[config.mk]
export PLATFORM = sky130hd
export DESIGN_NAME = pmc_array
export DESIGN_NICKNAME = d
export VERILOG_FILES = /design/src/verilog/pmc_pkg.sv /design/src/verilog/pmc_sync.sv /design/src/verilog/pmc_macrocell.sv /design/src/verilog/pmc_array.sv
export SDC_FILE = /design/constraint.sdc
export NUM_CORES = 1
export LEC_CHECK = 0
export BUFFER_PORTS_ARGS = -buffer_cell sky130_fd_sc_hd__buf_2
export CAP_MARGIN = 20
export CORE_MARGIN = 4
export CORE_UTILIZATION = 49
export CTS_BUF_LIST = sky130_fd_sc_hd__clkbuf_4
export DETAILED_ROUTE_END_ITERATION = 12
export PLACE_DENSITY = 0.77
export SLEW_MARGIN = 20
export SYNTH_ARGS = -nofsm -noshare
export SYNTH_HDL_FRONTEND = slang
export SYNTH_HIERARCHICAL = 1
export SYNTH_SLANG_ARGS = --single-unit
export TNS_END_PERCENT = 1
[constraint.sdc]
create_clock -name clk -period 4.7 [get_ports clk]
set_clock_uncertainty 0.2 [all_clocks]
set_input_delay 0.235 -clock clk [delete_from_list [all_inputs] [get_ports clk]]
set_output_delay 0.235 -clock clk [all_outputs]
set_load 0.02 [all_outputs]
[src/verilog/pmc_pkg.sv]
// Purpose: shared constants and types of the output macrocell array
// Assumes: eight macrocells with eight product terms each
// Notes:   register offsets are byte addresses on the plain register port
package pmc_pkg;
   // architecture modes, gray coded along reg -> cplx -> auto -> simp
   typedef enum logic [1:0] {
      PMC_MODE_REG  = 2'h0,
      PMC_MODE_CPLX = 2'h1,
      PMC_MODE_AUTO = 2'h3,
      PMC_MODE_SIMP = 2'h2
   } pmc_mode_e;

   // per-cell kinds
   localparam logic [1:0] KIND_IN   = 2'h0;
   localparam logic [1:0] KIND_COMB = 2'h1;
   localparam logic [1:0] KIND_REG  = 2'h2;

   // feedback selects
   localparam logic [1:0] FB_NONE = 2'h0;
   localparam logic [1:0] FB_PIN  = 2'h1;
   localparam logic [1:0] FB_REG  = 2'h2;
   localparam logic [1:0] FB_ALT  = 2'h3;

   // array geometry
   localparam int CELLS     = 8;
   localparam int PTS       = 8;
   localparam int OUTER_LO  = 0;
   localparam int OUTER_HI  = 7;
   localparam int CENTER_LO = 3;
   localparam int CENTER_HI = 4;

   // register map
   localparam int         AW          = 4;
   localparam logic [3:0] ADDR_MODE   = 4'h0;
   localparam logic [3:0] ADDR_KIND   = 4'h4;
   localparam logic [3:0] ADDR_OEUSE  = 4'h8;
   localparam logic [3:0] ADDR_STATUS = 4'hC;

   // field positions
   localparam int MODE_LSB     = 0;
   localparam int LOCK_BIT     = 4;
   localparam int ST_EFF_LSB   = 0;
   localparam int ST_REC_LSB   = 2;
   localparam int ST_MISS_BIT  = 4;
   localparam int ST_LOCK_BIT  = 5;
   localparam int ST_FB_LSB    = 8;
   localparam int ST_OE_LSB    = 16;

   // reset values
   localparam logic [1:0]  MODE_RST  = 2'h3;
   localparam logic [15:0] KIND_RST  = 16'h0000;
   localparam logic [7:0]  OEUSE_RST = 8'h00;
   localparam logic        Q_RST     = 1'b0;
   localparam logic        OUT_RST   = 1'b1;
endpackage

[src/verilog/pmc_sync.sv]
// Purpose: two flip-flop synchroniser for pin levels
// Assumes: inputs are slow levels from pins
// Notes:   only the second stage leaves this module
`timescale 1ns/1ps
module pmc_sync #(
   parameter int W = 10
) (
   input  wire logic         clk,
   input  wire logic         rst_n,
   input  wire logic [W-1:0] d,
   output logic      [W-1:0] q
);
   logic [W-1:0] meta;   // first stage, read by q only

   // metastability filter
   always_ff @(posedge clk or negedge rst_n)
   begin
      if (!rst_n)
      begin
         meta <= '0;
         q    <= '0;
      end
      else
      begin
         meta <= d;
         q    <= meta;
      end
   end
endmodule

[src/verilog/pmc_macrocell.sv]
// Purpose: one output macrocell: sum, register, output enable, feedback
// Assumes: kind and selects come registered from the array top
// Notes:   all outputs are flip-flops, one cycle behind their causes
`timescale 1ns/1ps
module pmc_macrocell (
   input  wire logic       clk,
   input  wire logic       rst_n,
   input  wire logic [1:0] kind,
   input  wire logic       pt_oe_en,
   input  wire logic [1:0] fb_sel,
   input  wire logic       clk_edge,
   input  wire logic       oe_pin_n,
   input  wire logic [7:0] pt,
   input  wire logic       pin_s,
   input  wire logic       alt_s,
   output logic            pin_out,
   output logic            pin_oe,
   output logic            fb
);
   logic q;      // macrocell register
   logic sum8;   // all eight terms
   logic sum7;   // terms 7..1, term 0 kept for enable

   assign sum8 = |pt;
   assign sum7 = |pt[7:1];

   // register loads only on the common clock edge
   always_ff @(posedge clk or negedge rst_n)
   begin
      if (!rst_n)
         q <= pmc_pkg::Q_RST;
      else if (kind == pmc_pkg::KIND_REG && clk_edge)
         q <= sum8;
   end

   // output data, inverted path so a cleared register drives high
   always_ff @(posedge clk or negedge rst_n)
   begin
      if (!rst_n)
         pin_out <= pmc_pkg::OUT_RST;
      else if (kind == pmc_pkg::KIND_REG)
         pin_out <= ~q;
      else if (pt_oe_en)
         pin_out <= ~sum7;
      else
         pin_out <= ~sum8;
   end

   // output enable source per kind
   always_ff @(posedge clk or negedge rst_n)
   begin
      if (!rst_n)
         pin_oe <= 1'b0;
      else
      begin
         case (kind)
            pmc_pkg::KIND_REG:  pin_oe <= ~oe_pin_n;
            pmc_pkg::KIND_COMB: pin_oe <= pt_oe_en ? pt[0] : 1'b1;
            default:            pin_oe <= 1'b0;
         endcase
      end
   end

   // feedback to the array; register path ignores the enable
   always_ff @(posedge clk or negedge rst_n)
   begin
      if (!rst_n)
         fb <= 1'b0;
      else
      begin
         case (fb_sel)
            pmc_pkg::FB_REG: fb <= q;
            pmc_pkg::FB_PIN: fb <= pin_s;
            pmc_pkg::FB_ALT: fb <= alt_s;
            default:         fb <= 1'b0;
         endcase
      end
   end

   AST_REG_CAPTURE: assert property (@(posedge clk) disable iff (!rst_n)
      (kind == pmc_pkg::KIND_REG && clk_edge) |=> (q == $past(sum8)) ##1 (pin_out == !$past(sum8, 2)))
      else $error("register did not take the sum on the clock edge");
   AST_INPUT_OE_OFF: assert property (@(posedge clk) disable iff (!rst_n)
      (kind == pmc_pkg::KIND_IN) |=> !pin_oe)
      else $error("input cell drove its pin");
   AST_REG_OE_PIN: assert property (@(posedge clk) disable iff (!rst_n)
      (kind == pmc_pkg::KIND_REG) |=> (pin_oe == !$past(oe_pin_n)))
      else $error("registered enable not taken from the enable pin");
   AST_REG_FB: assert property (@(posedge clk) disable iff (!rst_n)
      (fb_sel == pmc_pkg::FB_REG && !clk_edge) |=> (fb == q))
      else $error("registered feedback differs from register");
   AST_COMB_SUM7: assert property (@(posedge clk) disable iff (!rst_n)
      (kind == pmc_pkg::KIND_COMB && pt_oe_en) |=> (pin_out == !$past(sum7) && pin_oe == $past(pt[0])))
      else $error("combinatorial cell used the wrong terms");
   AST_SIMPLE_OE_ON: assert property (@(posedge clk) disable iff (!rst_n)
      (kind == pmc_pkg::KIND_COMB && !pt_oe_en) |=> (pin_oe && pin_out == !$past(sum8)))
      else $error("simple cell not permanently enabled");
endmodule

[src/verilog/pmc_array.sv]
// Contract
// - any register used forces registered mode
// - combinatorial with term enables selects complex mode
// - simple only for plain dedicated outputs
// - registered mode: control pins are clock, enable
// - complex: control pins enter via outer feedback
// - simple: feedback via neighbour, centre cells none; outer cells 0 and 7 feed back the control pins instead
// - registered mode: each cell reg, comb or input
// - register takes eight terms, enable from pin
// - registered-mode comb: term enable, seven terms
// - input cell never drives its pin
// - complex: six inner I/O, outer output-only
// - complex: seven terms plus enable term
// - simple: eight terms, centre always enabled
// - simple non-centre: input or fed-back output
// - exactly eight configurable macrocells
// - registers reset low, outputs start high
//
// Purpose: eight-cell output macrocell array with mode control
// Assumes: product terms come from an outside and-array on clk;
//          pins and both control pins are asynchronous levels
// Notes:   configuration is loaded over the register port and then locked
//
// Chosen here: the address-and-strobe port and the register addresses.
`timescale 1ns/1ps
module pmc_array #(
   parameter int NCELL = 8
) (
   input  wire logic              clk,
   input  wire logic              resetn,
   input  wire logic [3:0]        addr,
   input  wire logic [31:0]       wdata,
   input  wire logic              wr,
   input  wire logic              rd,
   output logic      [31:0]       rdata,
   input  wire logic [NCELL*8-1:0] pt,
   input  wire logic              ctl_clk_pin,
   input  wire logic              ctl_oe_n_pin,
   input  wire logic [NCELL-1:0]  io_in,
   output logic      [NCELL-1:0]  io_out,
   output logic      [NCELL-1:0]  io_oe,
   output logic      [NCELL-1:0]  array_fb
);
   // the cell routing below is written for exactly eight cells
   generate
      if (NCELL != pmc_pkg::CELLS)
      begin : g_bad
         $error("pmc_array serves exactly eight macrocells");
      end
   endgenerate

   logic                   rst_meta;     // reset release stage 1
   logic                   rst_n;        // released reset for the design
   logic [1:0]             mode_reg;     // requested mode
   logic                   lock;         // configuration frozen
   logic [2*NCELL-1:0]     kind_reg;     // requested kind per cell
   logic [NCELL-1:0]       oeuse_reg;    // cell wants a term enable
   logic [1:0]             eff_mode;     // mode in force
   logic [1:0]             rec_mode;     // mode the usage calls for
   logic                   mismatch;     // forced mode cannot serve usage
   logic [NCELL+1:0]       sync_q;       // synchronised pins
   logic [NCELL-1:0]       pin_s;        // synchronised io pins
   logic                   clk_s;        // synchronised common clock pin
   logic                   oe_n_s;       // synchronised common enable pin
   logic                   clk_d;        // previous clock pin level
   logic                   clk_edge;     // rising edge of common clock
   logic [NCELL-1:0]       alt;          // alternate feedback sources
   logic [1:0]             cell_kind [NCELL];
   logic [1:0]             cell_fb   [NCELL];
   logic                   pt_oe_en;     // term 0 is an enable
   logic                   any_reg;
   logic                   any_oe;
   logic [1:0]             next_rec;
   logic [1:0]             next_eff;

   // effective kind of cell idx under mode m for request k
   function automatic logic [1:0] kind_of(input logic [1:0] m, input logic [1:0] k, input int idx);
      logic [1:0] r;
      r = pmc_pkg::KIND_COMB;
      case (m)
         pmc_pkg::PMC_MODE_REG:
            r = (k == pmc_pkg::KIND_REG || k == pmc_pkg::KIND_COMB) ? k : pmc_pkg::KIND_IN;
         pmc_pkg::PMC_MODE_CPLX:
            if (idx == pmc_pkg::OUTER_LO || idx == pmc_pkg::OUTER_HI)
               r = pmc_pkg::KIND_COMB;
            else
               r = (k == pmc_pkg::KIND_IN) ? pmc_pkg::KIND_IN : pmc_pkg::KIND_COMB;
         default:
            if (idx == pmc_pkg::CENTER_LO || idx == pmc_pkg::CENTER_HI)
               r = pmc_pkg::KIND_COMB;
            else
               r = (k == pmc_pkg::KIND_IN) ? pmc_pkg::KIND_IN : pmc_pkg::KIND_COMB;
      endcase
      return r;
   endfunction

   // feedback path of cell idx under mode m with kind k
   function automatic logic [1:0] fb_of(input logic [1:0] m, input logic [1:0] k, input int idx);
      logic [1:0] r;
      r = pmc_pkg::FB_PIN;
      case (m)
         pmc_pkg::PMC_MODE_REG:
            r = (k == pmc_pkg::KIND_REG) ? pmc_pkg::FB_REG : pmc_pkg::FB_PIN;
         pmc_pkg::PMC_MODE_CPLX:
            if (idx == pmc_pkg::OUTER_LO || idx == pmc_pkg::OUTER_HI)
               r = pmc_pkg::FB_ALT;
            else
               r = pmc_pkg::FB_PIN;
         default:
            if (idx == pmc_pkg::CENTER_LO || idx == pmc_pkg::CENTER_HI)
               r = pmc_pkg::FB_NONE;
            else
               r = pmc_pkg::FB_ALT;
      endcase
      return r;
   endfunction

   // reset asserts at once, releases after two edges
   always_ff @(posedge clk or negedge resetn)
   begin
      if (!resetn)
      begin
         rst_meta <= 1'b0;
         rst_n    <= 1'b0;
      end
      else
      begin
         rst_meta <= 1'b1;
         rst_n    <= rst_meta;
      end
   end

   // all pins cross into clk through two flops
   pmc_sync #(
      .W (NCELL + 2)
   ) u_sync (
      .clk   (clk),
      .rst_n (rst_n),
      .d     ({ctl_oe_n_pin, ctl_clk_pin, io_in}),
      .q     (sync_q)
   );
   assign pin_s  = sync_q[NCELL-1:0];
   assign clk_s  = sync_q[NCELL];
   assign oe_n_s = sync_q[NCELL+1];

   // edge detect on the clean copy of the clock pin
   always_ff @(posedge clk or negedge rst_n)
   begin
      if (!rst_n)
         clk_d <= 1'b0;
      else
         clk_d <= clk_s;
   end
   assign clk_edge = clk_s & ~clk_d;

   // alternate feedback wiring: outer paths carry control pins,
   // inner paths carry the pin one step further out
   always_comb
   begin
      alt = '0;
      alt[pmc_pkg::OUTER_LO] = oe_n_s;
      alt[pmc_pkg::OUTER_HI] = clk_s;
      for (int i = 1; i <= pmc_pkg::CENTER_LO; i++)
         alt[i] = pin_s[i-1];
      for (int i = pmc_pkg::CENTER_HI; i < pmc_pkg::OUTER_HI; i++)
         alt[i] = pin_s[i+1];
   end

   // config writes; ignored once locked so nothing changes in use
   always_ff @(posedge clk or negedge rst_n)
   begin
      if (!rst_n)
      begin
         mode_reg  <= pmc_pkg::MODE_RST;
         lock      <= 1'b0;
         kind_reg  <= pmc_pkg::KIND_RST;
         oeuse_reg <= pmc_pkg::OEUSE_RST;
      end
      else if (wr && !lock)
      begin
         case (addr)
            pmc_pkg::ADDR_MODE:
            begin
               mode_reg <= wdata[pmc_pkg::MODE_LSB +: 2];
               lock     <= wdata[pmc_pkg::LOCK_BIT];
            end
            pmc_pkg::ADDR_KIND:  kind_reg  <= wdata[2*NCELL-1:0];
            pmc_pkg::ADDR_OEUSE: oeuse_reg <= wdata[NCELL-1:0];
            default:             ;
         endcase
      end
   end

   // usage summary for mode choice
   always_comb
   begin
      any_reg = 1'b0;
      any_oe  = 1'b0;
      for (int i = 0; i < NCELL; i++)
      begin
         if (kind_reg[2*i +: 2] == pmc_pkg::KIND_REG)
            any_reg = 1'b1;
         if (kind_reg[2*i +: 2] == pmc_pkg::KIND_COMB && oeuse_reg[i])
            any_oe = 1'b1;
      end
      if (any_reg)
         next_rec = pmc_pkg::PMC_MODE_REG;
      else if (any_oe)
         next_rec = pmc_pkg::PMC_MODE_CPLX;
      else
         next_rec = pmc_pkg::PMC_MODE_SIMP;
      next_eff = (mode_reg == pmc_pkg::PMC_MODE_AUTO) ? next_rec : mode_reg;
   end

   // mode in force and its mismatch flag
   always_ff @(posedge clk or negedge rst_n)
   begin
      if (!rst_n)
      begin
         rec_mode <= pmc_pkg::PMC_MODE_SIMP;
         eff_mode <= pmc_pkg::PMC_MODE_SIMP;
         mismatch <= 1'b0;
      end
      else
      begin
         rec_mode <= next_rec;
         eff_mode <= next_eff;
         // a forced simple mode cannot serve enables, only reg serves registers
         mismatch <= (any_reg && next_eff != pmc_pkg::PMC_MODE_REG) ||
                     (any_oe && next_eff == pmc_pkg::PMC_MODE_SIMP);
      end
   end

   assign pt_oe_en = (eff_mode != pmc_pkg::PMC_MODE_SIMP);

   // per-cell routing, registered so the cells see clean selects
   generate
      for (genvar g = 0; g < NCELL; g++)
      begin : g_cell
         always_ff @(posedge clk or negedge rst_n)
         begin
            if (!rst_n)
            begin
               cell_kind[g] <= pmc_pkg::KIND_IN;
               cell_fb[g]   <= pmc_pkg::FB_NONE;
            end
            else
            begin
               cell_kind[g] <= kind_of(eff_mode, kind_reg[2*g +: 2], g);
               cell_fb[g]   <= fb_of(eff_mode, kind_of(eff_mode, kind_reg[2*g +: 2], g), g);
            end
         end

         pmc_macrocell u_cell (
            .clk      (clk),
            .rst_n    (rst_n),
            .kind     (cell_kind[g]),
            .pt_oe_en (pt_oe_en),
            .fb_sel   (cell_fb[g]),
            .clk_edge (clk_edge),
            .oe_pin_n (oe_n_s),
            .pt       (pt[8*g +: 8]),
            .pin_s    (pin_s[g]),
            .alt_s    (alt[g]),
            .pin_out  (io_out[g]),
            .pin_oe   (io_oe[g]),
            .fb       (array_fb[g])
         );
      end
   endgenerate

   // read port, data one cycle after the strobe, unmapped reads zero
   always_ff @(posedge clk or negedge rst_n)
   begin
      if (!rst_n)
         rdata <= 32'h0000_0000;
      else if (rd)
      begin
         rdata <= 32'h0000_0000;
         case (addr)
            pmc_pkg::ADDR_MODE:
            begin
               rdata[pmc_pkg::MODE_LSB +: 2] <= mode_reg;
               rdata[pmc_pkg::LOCK_BIT]      <= lock;
            end
            pmc_pkg::ADDR_KIND:  rdata[2*NCELL-1:0] <= kind_reg;
            pmc_pkg::ADDR_OEUSE: rdata[NCELL-1:0]   <= oeuse_reg;
            pmc_pkg::ADDR_STATUS:
            begin
               rdata[pmc_pkg::ST_EFF_LSB +: 2]    <= eff_mode;
               rdata[pmc_pkg::ST_REC_LSB +: 2]    <= rec_mode;
               rdata[pmc_pkg::ST_MISS_BIT]        <= mismatch;
               rdata[pmc_pkg::ST_LOCK_BIT]        <= lock;
               rdata[pmc_pkg::ST_FB_LSB +: NCELL] <= array_fb;
               rdata[pmc_pkg::ST_OE_LSB +: NCELL] <= io_oe;
            end
            default: ;
         endcase
      end
      else
         rdata <= 32'h0000_0000;
   end

   AST_AUTO_REG: assert property (@(posedge clk) disable iff (!rst_n)
      (mode_reg == pmc_pkg::PMC_MODE_AUTO && any_reg) |=> (eff_mode == pmc_pkg::PMC_MODE_REG))
      else $error("register usage did not select registered mode");
   AST_AUTO_SIMPLE: assert property (@(posedge clk) disable iff (!rst_n)
      (mode_reg == pmc_pkg::PMC_MODE_AUTO && !any_reg && !any_oe) |=> (eff_mode == pmc_pkg::PMC_MODE_SIMP))
      else $error("plain outputs did not select simple mode");
   AST_CENTER: assert property (@(posedge clk) disable iff (!rst_n)
      (eff_mode == pmc_pkg::PMC_MODE_SIMP && $stable(eff_mode)) |=>
      (cell_kind[3] == pmc_pkg::KIND_COMB && cell_fb[4] == pmc_pkg::FB_NONE))
      else $error("centre cell not a fixed output without feedback");
   AST_OUTER: assert property (@(posedge clk) disable iff (!rst_n)
      (eff_mode == pmc_pkg::PMC_MODE_CPLX && $stable(eff_mode)) |=>
      (cell_kind[0] != pmc_pkg::KIND_IN && cell_fb[7] == pmc_pkg::FB_ALT))
      else $error("outer cell misrouted in complex mode");
   AST_LOCK: assert property (@(posedge clk) disable iff (!rst_n)
      (lock && wr) |=> ($stable(kind_reg) && $stable(mode_reg) && $stable(oeuse_reg)))
      else $error("locked configuration changed");

   // term enables without registers pick complex mode
   AST_AUTO_CPLX: assert property (@(posedge clk) disable iff (!rst_n)
      (mode_reg == pmc_pkg::PMC_MODE_AUTO && !any_reg && any_oe) |=> (eff_mode == pmc_pkg::PMC_MODE_CPLX))
      else $error("term enables did not select complex mode");
   // registered mode keeps both control pins away from the array
   AST_REG_CTL: assert property (@(posedge clk) disable iff (!rst_n)
      (eff_mode == pmc_pkg::PMC_MODE_REG) |=>
      (cell_fb[0] != pmc_pkg::FB_ALT && cell_fb[7] != pmc_pkg::FB_ALT))
      else $error("control pin routed to the array in registered mode");
   // inner cells keep their own pin feedback in complex mode
   AST_INNER_IO: assert property (@(posedge clk) disable iff (!rst_n)
      (eff_mode == pmc_pkg::PMC_MODE_CPLX) |=>
      (cell_fb[1] == pmc_pkg::FB_PIN && cell_fb[6] == pmc_pkg::FB_PIN))
      else $error("inner cell lost pin feedback in complex mode");
   // a requested register is honoured in registered mode
   AST_REG_KIND: assert property (@(posedge clk) disable iff (!rst_n)
      (eff_mode == pmc_pkg::PMC_MODE_REG && kind_reg[1:0] == pmc_pkg::KIND_REG) |=>
      (cell_kind[0] == pmc_pkg::KIND_REG))
      else $error("registered request not honoured");
   // a forced simple mode cannot serve term enables, so it is flagged
   AST_SIMPLE_MISS: assert property (@(posedge clk) disable iff (!rst_n)
      (mode_reg == pmc_pkg::PMC_MODE_SIMP && any_oe) |=> mismatch)
      else $error("term enables in simple mode not flagged");
endmodule

After elaboration in Yosys (flattened, before gate mapping)
Index checks and enable logic that the tools add are counted.
Operators by class
  equality and inequality tests: 71
  reduce and logical (&&, ||, !) cells: 59
  bitwise operators: 27
  mux-type cells: 107
Operators by type and width (number)
  equality test 2 bit, second input constant: 42
  OR reduction 8 bit: 8
  OR reduction 7 bit: 8
  equality test 2 x 1 -> 1 bit, second input constant: 25
  two-way mux 2 bit: 25
  two-way mux 1 bit: 48
  one-hot mux 2 bit (2 select lines): 11
  one-hot mux 1 bit (3 select lines): 9
  inverter 1 bit: 26
  two-way mux 24 bit: 1
  logical AND 1 bit: 19
  logical NOT 2 bit: 9
  one-hot mux 1 bit (2 select lines): 8
  one-hot mux 8 bit (2 select lines): 1
  logical OR 1 bit: 9
  equality test 4 bit, second input constant: 2
  two-way mux 8 bit: 1
  one-hot mux 2 bit (4 select lines): 1
  one-hot mux 2 bit (3 select lines): 1
  AND reduction 2 bit: 3
  equality test 4 x 3 -> 1 bit, second input constant: 1
  logical NOT 4 bit: 1
  one-hot mux 1 bit (4 select lines): 1
  inequality test 2 bit, second input constant: 1
  other kinds (3): 3
Word-level totals
  register bits: 151
  word-level logic and storage cells: 325

Longest topological paths before layout
  depth after elaboration: 16
  depth in mapped cells: 6
  mapped depth without buffers: 5

By module
Netlist, hierarchy kept.
By module, submodules not included
  pmc_array: area an instance 3627.2 sq um, cells an instance 278, times used 1, sequential area each 2282.2 sq um
  pmc_macrocell: area an instance 242.7 sq um, cells an instance 25, times used 8, sequential area each 101.3 sq um
  pmc_sync: area an instance 500.5 sq um, cells an instance 20, times used 1, sequential area each 500.5 sq um

Least setup slack after synthesis
OpenSTA, ideal clock, no wires.
  path kind: register to register
  from: register lock
  to: register mode_reg[1]
  path slack: 3009 ps
  period minus slack after synthesis: 1691 ps
  library setup time: 82 ps
  stages on the path, launching flop included: 4
  required time: 4418 ps
  arrival time: 1408 ps
  cell sequence: dfrtp_1 -> nor4b_4 -> nor3b_4 -> mux2_2
On the way
  cells in the longest elaborated chain, start to end: 3
RTL lines
  start: declaration: RTL line pmc_array.sv:55  | logic lock;
  start signal: assignment: RTL line pmc_array.sv:185  | lock <= wdata[pmc_pkg::LOCK_BIT];
  logical NOT 1 bit: RTL line pmc_array.sv:179  | else if (wr && !lock)
  logical AND 1 bit: RTL line pmc_array.sv:179
  AND reduction 2 bit (no source line)
  end signal: assignment: RTL line pmc_array.sv:174  | mode_reg <= pmc_pkg::MODE_RST;
  end signal: assignment: RTL line pmc_array.sv:184  | mode_reg <= wdata[pmc_pkg::MODE_LSB +: 2];
  end: declaration: RTL line pmc_array.sv:54  | logic [1:0] mode_reg;
Every way passes these cells.
A chain may end at the register's enable or synchronous reset.

Worst setup path after layout
  from: register lock
  to: register mode_reg[0]
The elaborated chain is that of the path after synthesis.

==> results.toml <==
[sta]
rsz0062_at_grt = "false"
setup_ws_ns = 1.36
finalMaxSlewViolations = 0
min_period_ns = 3.34
tightest_slew_ns = 0.851
period_share_pct = 71.0
finalSetupViolations = 0
fmax_mhz = 300
fin_tns_setup_ns = 0
hold_violations = 0
slew_headroom_pct = 43.2

[pwr]
p_per_area_mw_per_mm2 = 409
max-vdd-ir-drop_v = 0.000193
leakagePower_nw = 4.14
finalPower_mw = 3.32

[clocking]
cts_sinks = 143
clockBufferDepth = 2
clk_latency_ns = 0.54
htree_levels = 4
root_buffer = "clkbuf_4"
post_cts_buffers = 0
cts_tree = "yes"
cts_made_buffers = 17
ctsHoldBuffers = 87
cts_resized = 0
cts.reportedPaths.clkPinSlew_ns = 0.12

[setup_path]
crit_chain = "nor4b_4, dlygate4sd3_1, nor3b_4, nand2_1, dlygate4sd3_1, o21ai_0, dlygate4sd3_1"
crit_cells = 7
cp_common_cell = "dlygate4sd3_1"
cp-end-kind = "register"
rr_endpoint = "mode_reg[0]"
r2r_setup_slack_ns = 1.36
crit_path_max_fanout = 4
reg2reg_from = "lock"
startpoint_type = "register"
crit_required_ns = 4.97
crit_family = "buffers and inverters"
reg2regPathDepth = 7
crit_arrival_ns = 3.61
critPathMaxStageDelay_ns = 0.62
path_buf_inv = 3
slowest_stage = "dlygate4sd3_1"
critPathKind = "register to register"

[placement]
dp_slack_ns = 2.54
hpwl_mm = 9.93
io_buffers = 145
gp_congestion = 0.877

[floorplan]
io_pins = 170
fp.dieW_um = 119
initial_core_util_pct = 50.3
core_sq_mm = 0.0121
rows = 40
fp.dieH_um = 119
die_area_sq_mm = 0.0142

[synth]
synth_flop_cell = "dfrtp_1"
synth-edff-count = 0
synth_area_sq_mm = 0.00607
yosysWarnings = 6
ys_types = 45
syn_avg_cell_area_sq_um = 12.2
synth_seq_cells = 143
ys_seq_area_share_pct = 59.2
postSynthCellCount = 498
async_flop_share_pct = 100

[routing]
via_count = 4573
dr.pass1.iters = 5
drc_errors = 0
vias_per_cell = 4.95
drtAntennaViolNets = 0
routed_wl_mm = 14.6
drtIter0Drc = 361
wl_per_cell_um = 15.8

[flow_run]
cap_violations = 0

[grt]
grt_overflow = 0
grt.busiest_layer = "met2"
grtUsageMet2_pct = 37.5
grt_pass1_wl_mm = 24.3
antenna_found_initial = 0
grt_max_degree = 69
grt_pass1_vias = 4931
grt_use_total_pct = 21.7
met1_usage_pct = 26.9
grtUsageMet3_pct = 5.03

[worst_hold_path]
holdPathStages = 3
worstHoldPathType = "input port to register"
min_to = "rdata[8]"
hp-start = "addr[3]"

[layout]
fin_util_pct = 67.4
largest_reg_flops = 24
drive_gt1_share_pct = 31.9
regMostFlops = "rdata"
area_growth_syn_to_layout_pct = 33.9
antenna_cells = 0
nets = 873

[status]
status = "completed"
==> worst register-to-register path, stage by stage, from the launching register on <==
cell and delay [ns]:
dfrtp_1 0.45, nor4b_4 0.42, dlygate4sd3_1 0.62, nor3b_4 0.27, nand2_1 0.10, dlygate4sd3_1 0.57, o21ai_0 0.08, dlygate4sd3_1 0.58
==> layout make-up <==
class	instances	area [sq um]
fillers	918	3930
flip-flops and latches	143	3600
multi-input cells	304	2240
repair buffers	234	1610
well taps	168	210
clock inverters	13	170
inverters	43	161
clock buffers	18	135
==> cell families after synthesis <==
logic type	count (synthesis)	synth area share, %
AND/OR/NAND/NOR	150	14.8
flip-flops	143	59.2
AO/OA/AOI/OAI	81	8.33
buffers and inverters	58	4.31
multiplexers	48	9.96
adder cells (fa/ha/maj)	16	3.30
other	2	0.124
==> metrics by stage <==
step,area (sq um),cells,hold WS (ns)
after floorplan,6100,505,-0.261
after global placement,6950,805,-0.180
after detailed placement,6950,805,-0.176
after CTS,8130,923,0.0316
after global routing,8130,923,0.0439
final,8130,923,0.0883
==> layout by cell type (no fill, tap or decap), drive strengths merged, types with 2 or more instances in the layout <==
master       count
a21oi           30
nor4b            2
inv             44
nor3             8
mux4             3
o21ai           22
nor2            38
nor4             9
nand3b           4
a31oi            8
nand3            2
bufinv           4
clkinv           7
a32o             8
clkbuf          18
mux2            36
dlygate4sd3     87
nand2           44
mux2i            9
ha              16
dfstp           12
and3             3
a22oi            6
and2            10
buf            147
nand2b          19
conb             9
dfrtp          131
nor2b            8
o21bai           2
==> power breakdown <==
group / internal (mW) / switching [mW] / total (mW)
sequential: 1.47 / 0.211 / 1.68
combinational: 0.370 / 0.424 / 0.794
clock: 0.419 / 0.428 / 0.846
total: 2.26 / 1.06 / 3.32
==> how the worst max path moves through the flow <==
| stage | start | endpoint | slack [ns] |
|---|---|---|---|
| floorplan | rst_n | cell_fb[0] | 0.24 |
| global placement | addr[1] | rdata[18] | 2.58 |
| detailed placement | addr[1] | rdata[18] | 2.54 |
| CTS | lock | mode_reg[0] | 1.47 |
| global route | lock | mode_reg[0] | 1.26 |
| finish | lock | mode_reg[0] | 1.36 |
==> metal layers <==
layer,part of all wire (%),wire length (um)
met5,0,0
met4,1.7,243
met3,5.9,868
met2,51,7390
met1,42,6110
==> cells in the mapped netlist (2+ instances only) <==
master,instances,share of area (%)
and3_1,3,0.31
buf_4,9,1.1
nand2_1,43,2.7
a21oi_1,30,2.5
dfrtp_1,131,54
and2_1,10,1.0
o21ai_1,8,0.66
mux4_2,2,0.74
conb_1,2,0.12
mux2_4,10,2.5
mux2_1,8,1.5
mux2i_1,9,1.5
mux2_2,18,3.3
o21bai_1,2,0.25
nor2b_1,8,0.82
nor2_1,38,2.4
ha_1,16,3.3
nand2b_1,19,2.0
a22oi_1,6,0.74
nor3_1,8,0.66
o21ai_0,14,1.2
clkbuf_1,3,0.19
nand3b_1,3,0.37
buf_2,2,0.16
a32o_2,8,1.5
nor4_4,8,2.8
a31oi_1,8,0.82
inv_1,43,2.7
nand3_1,2,0.16
dfstp_2,12,5.2
(Power assumes the default switching activity.)
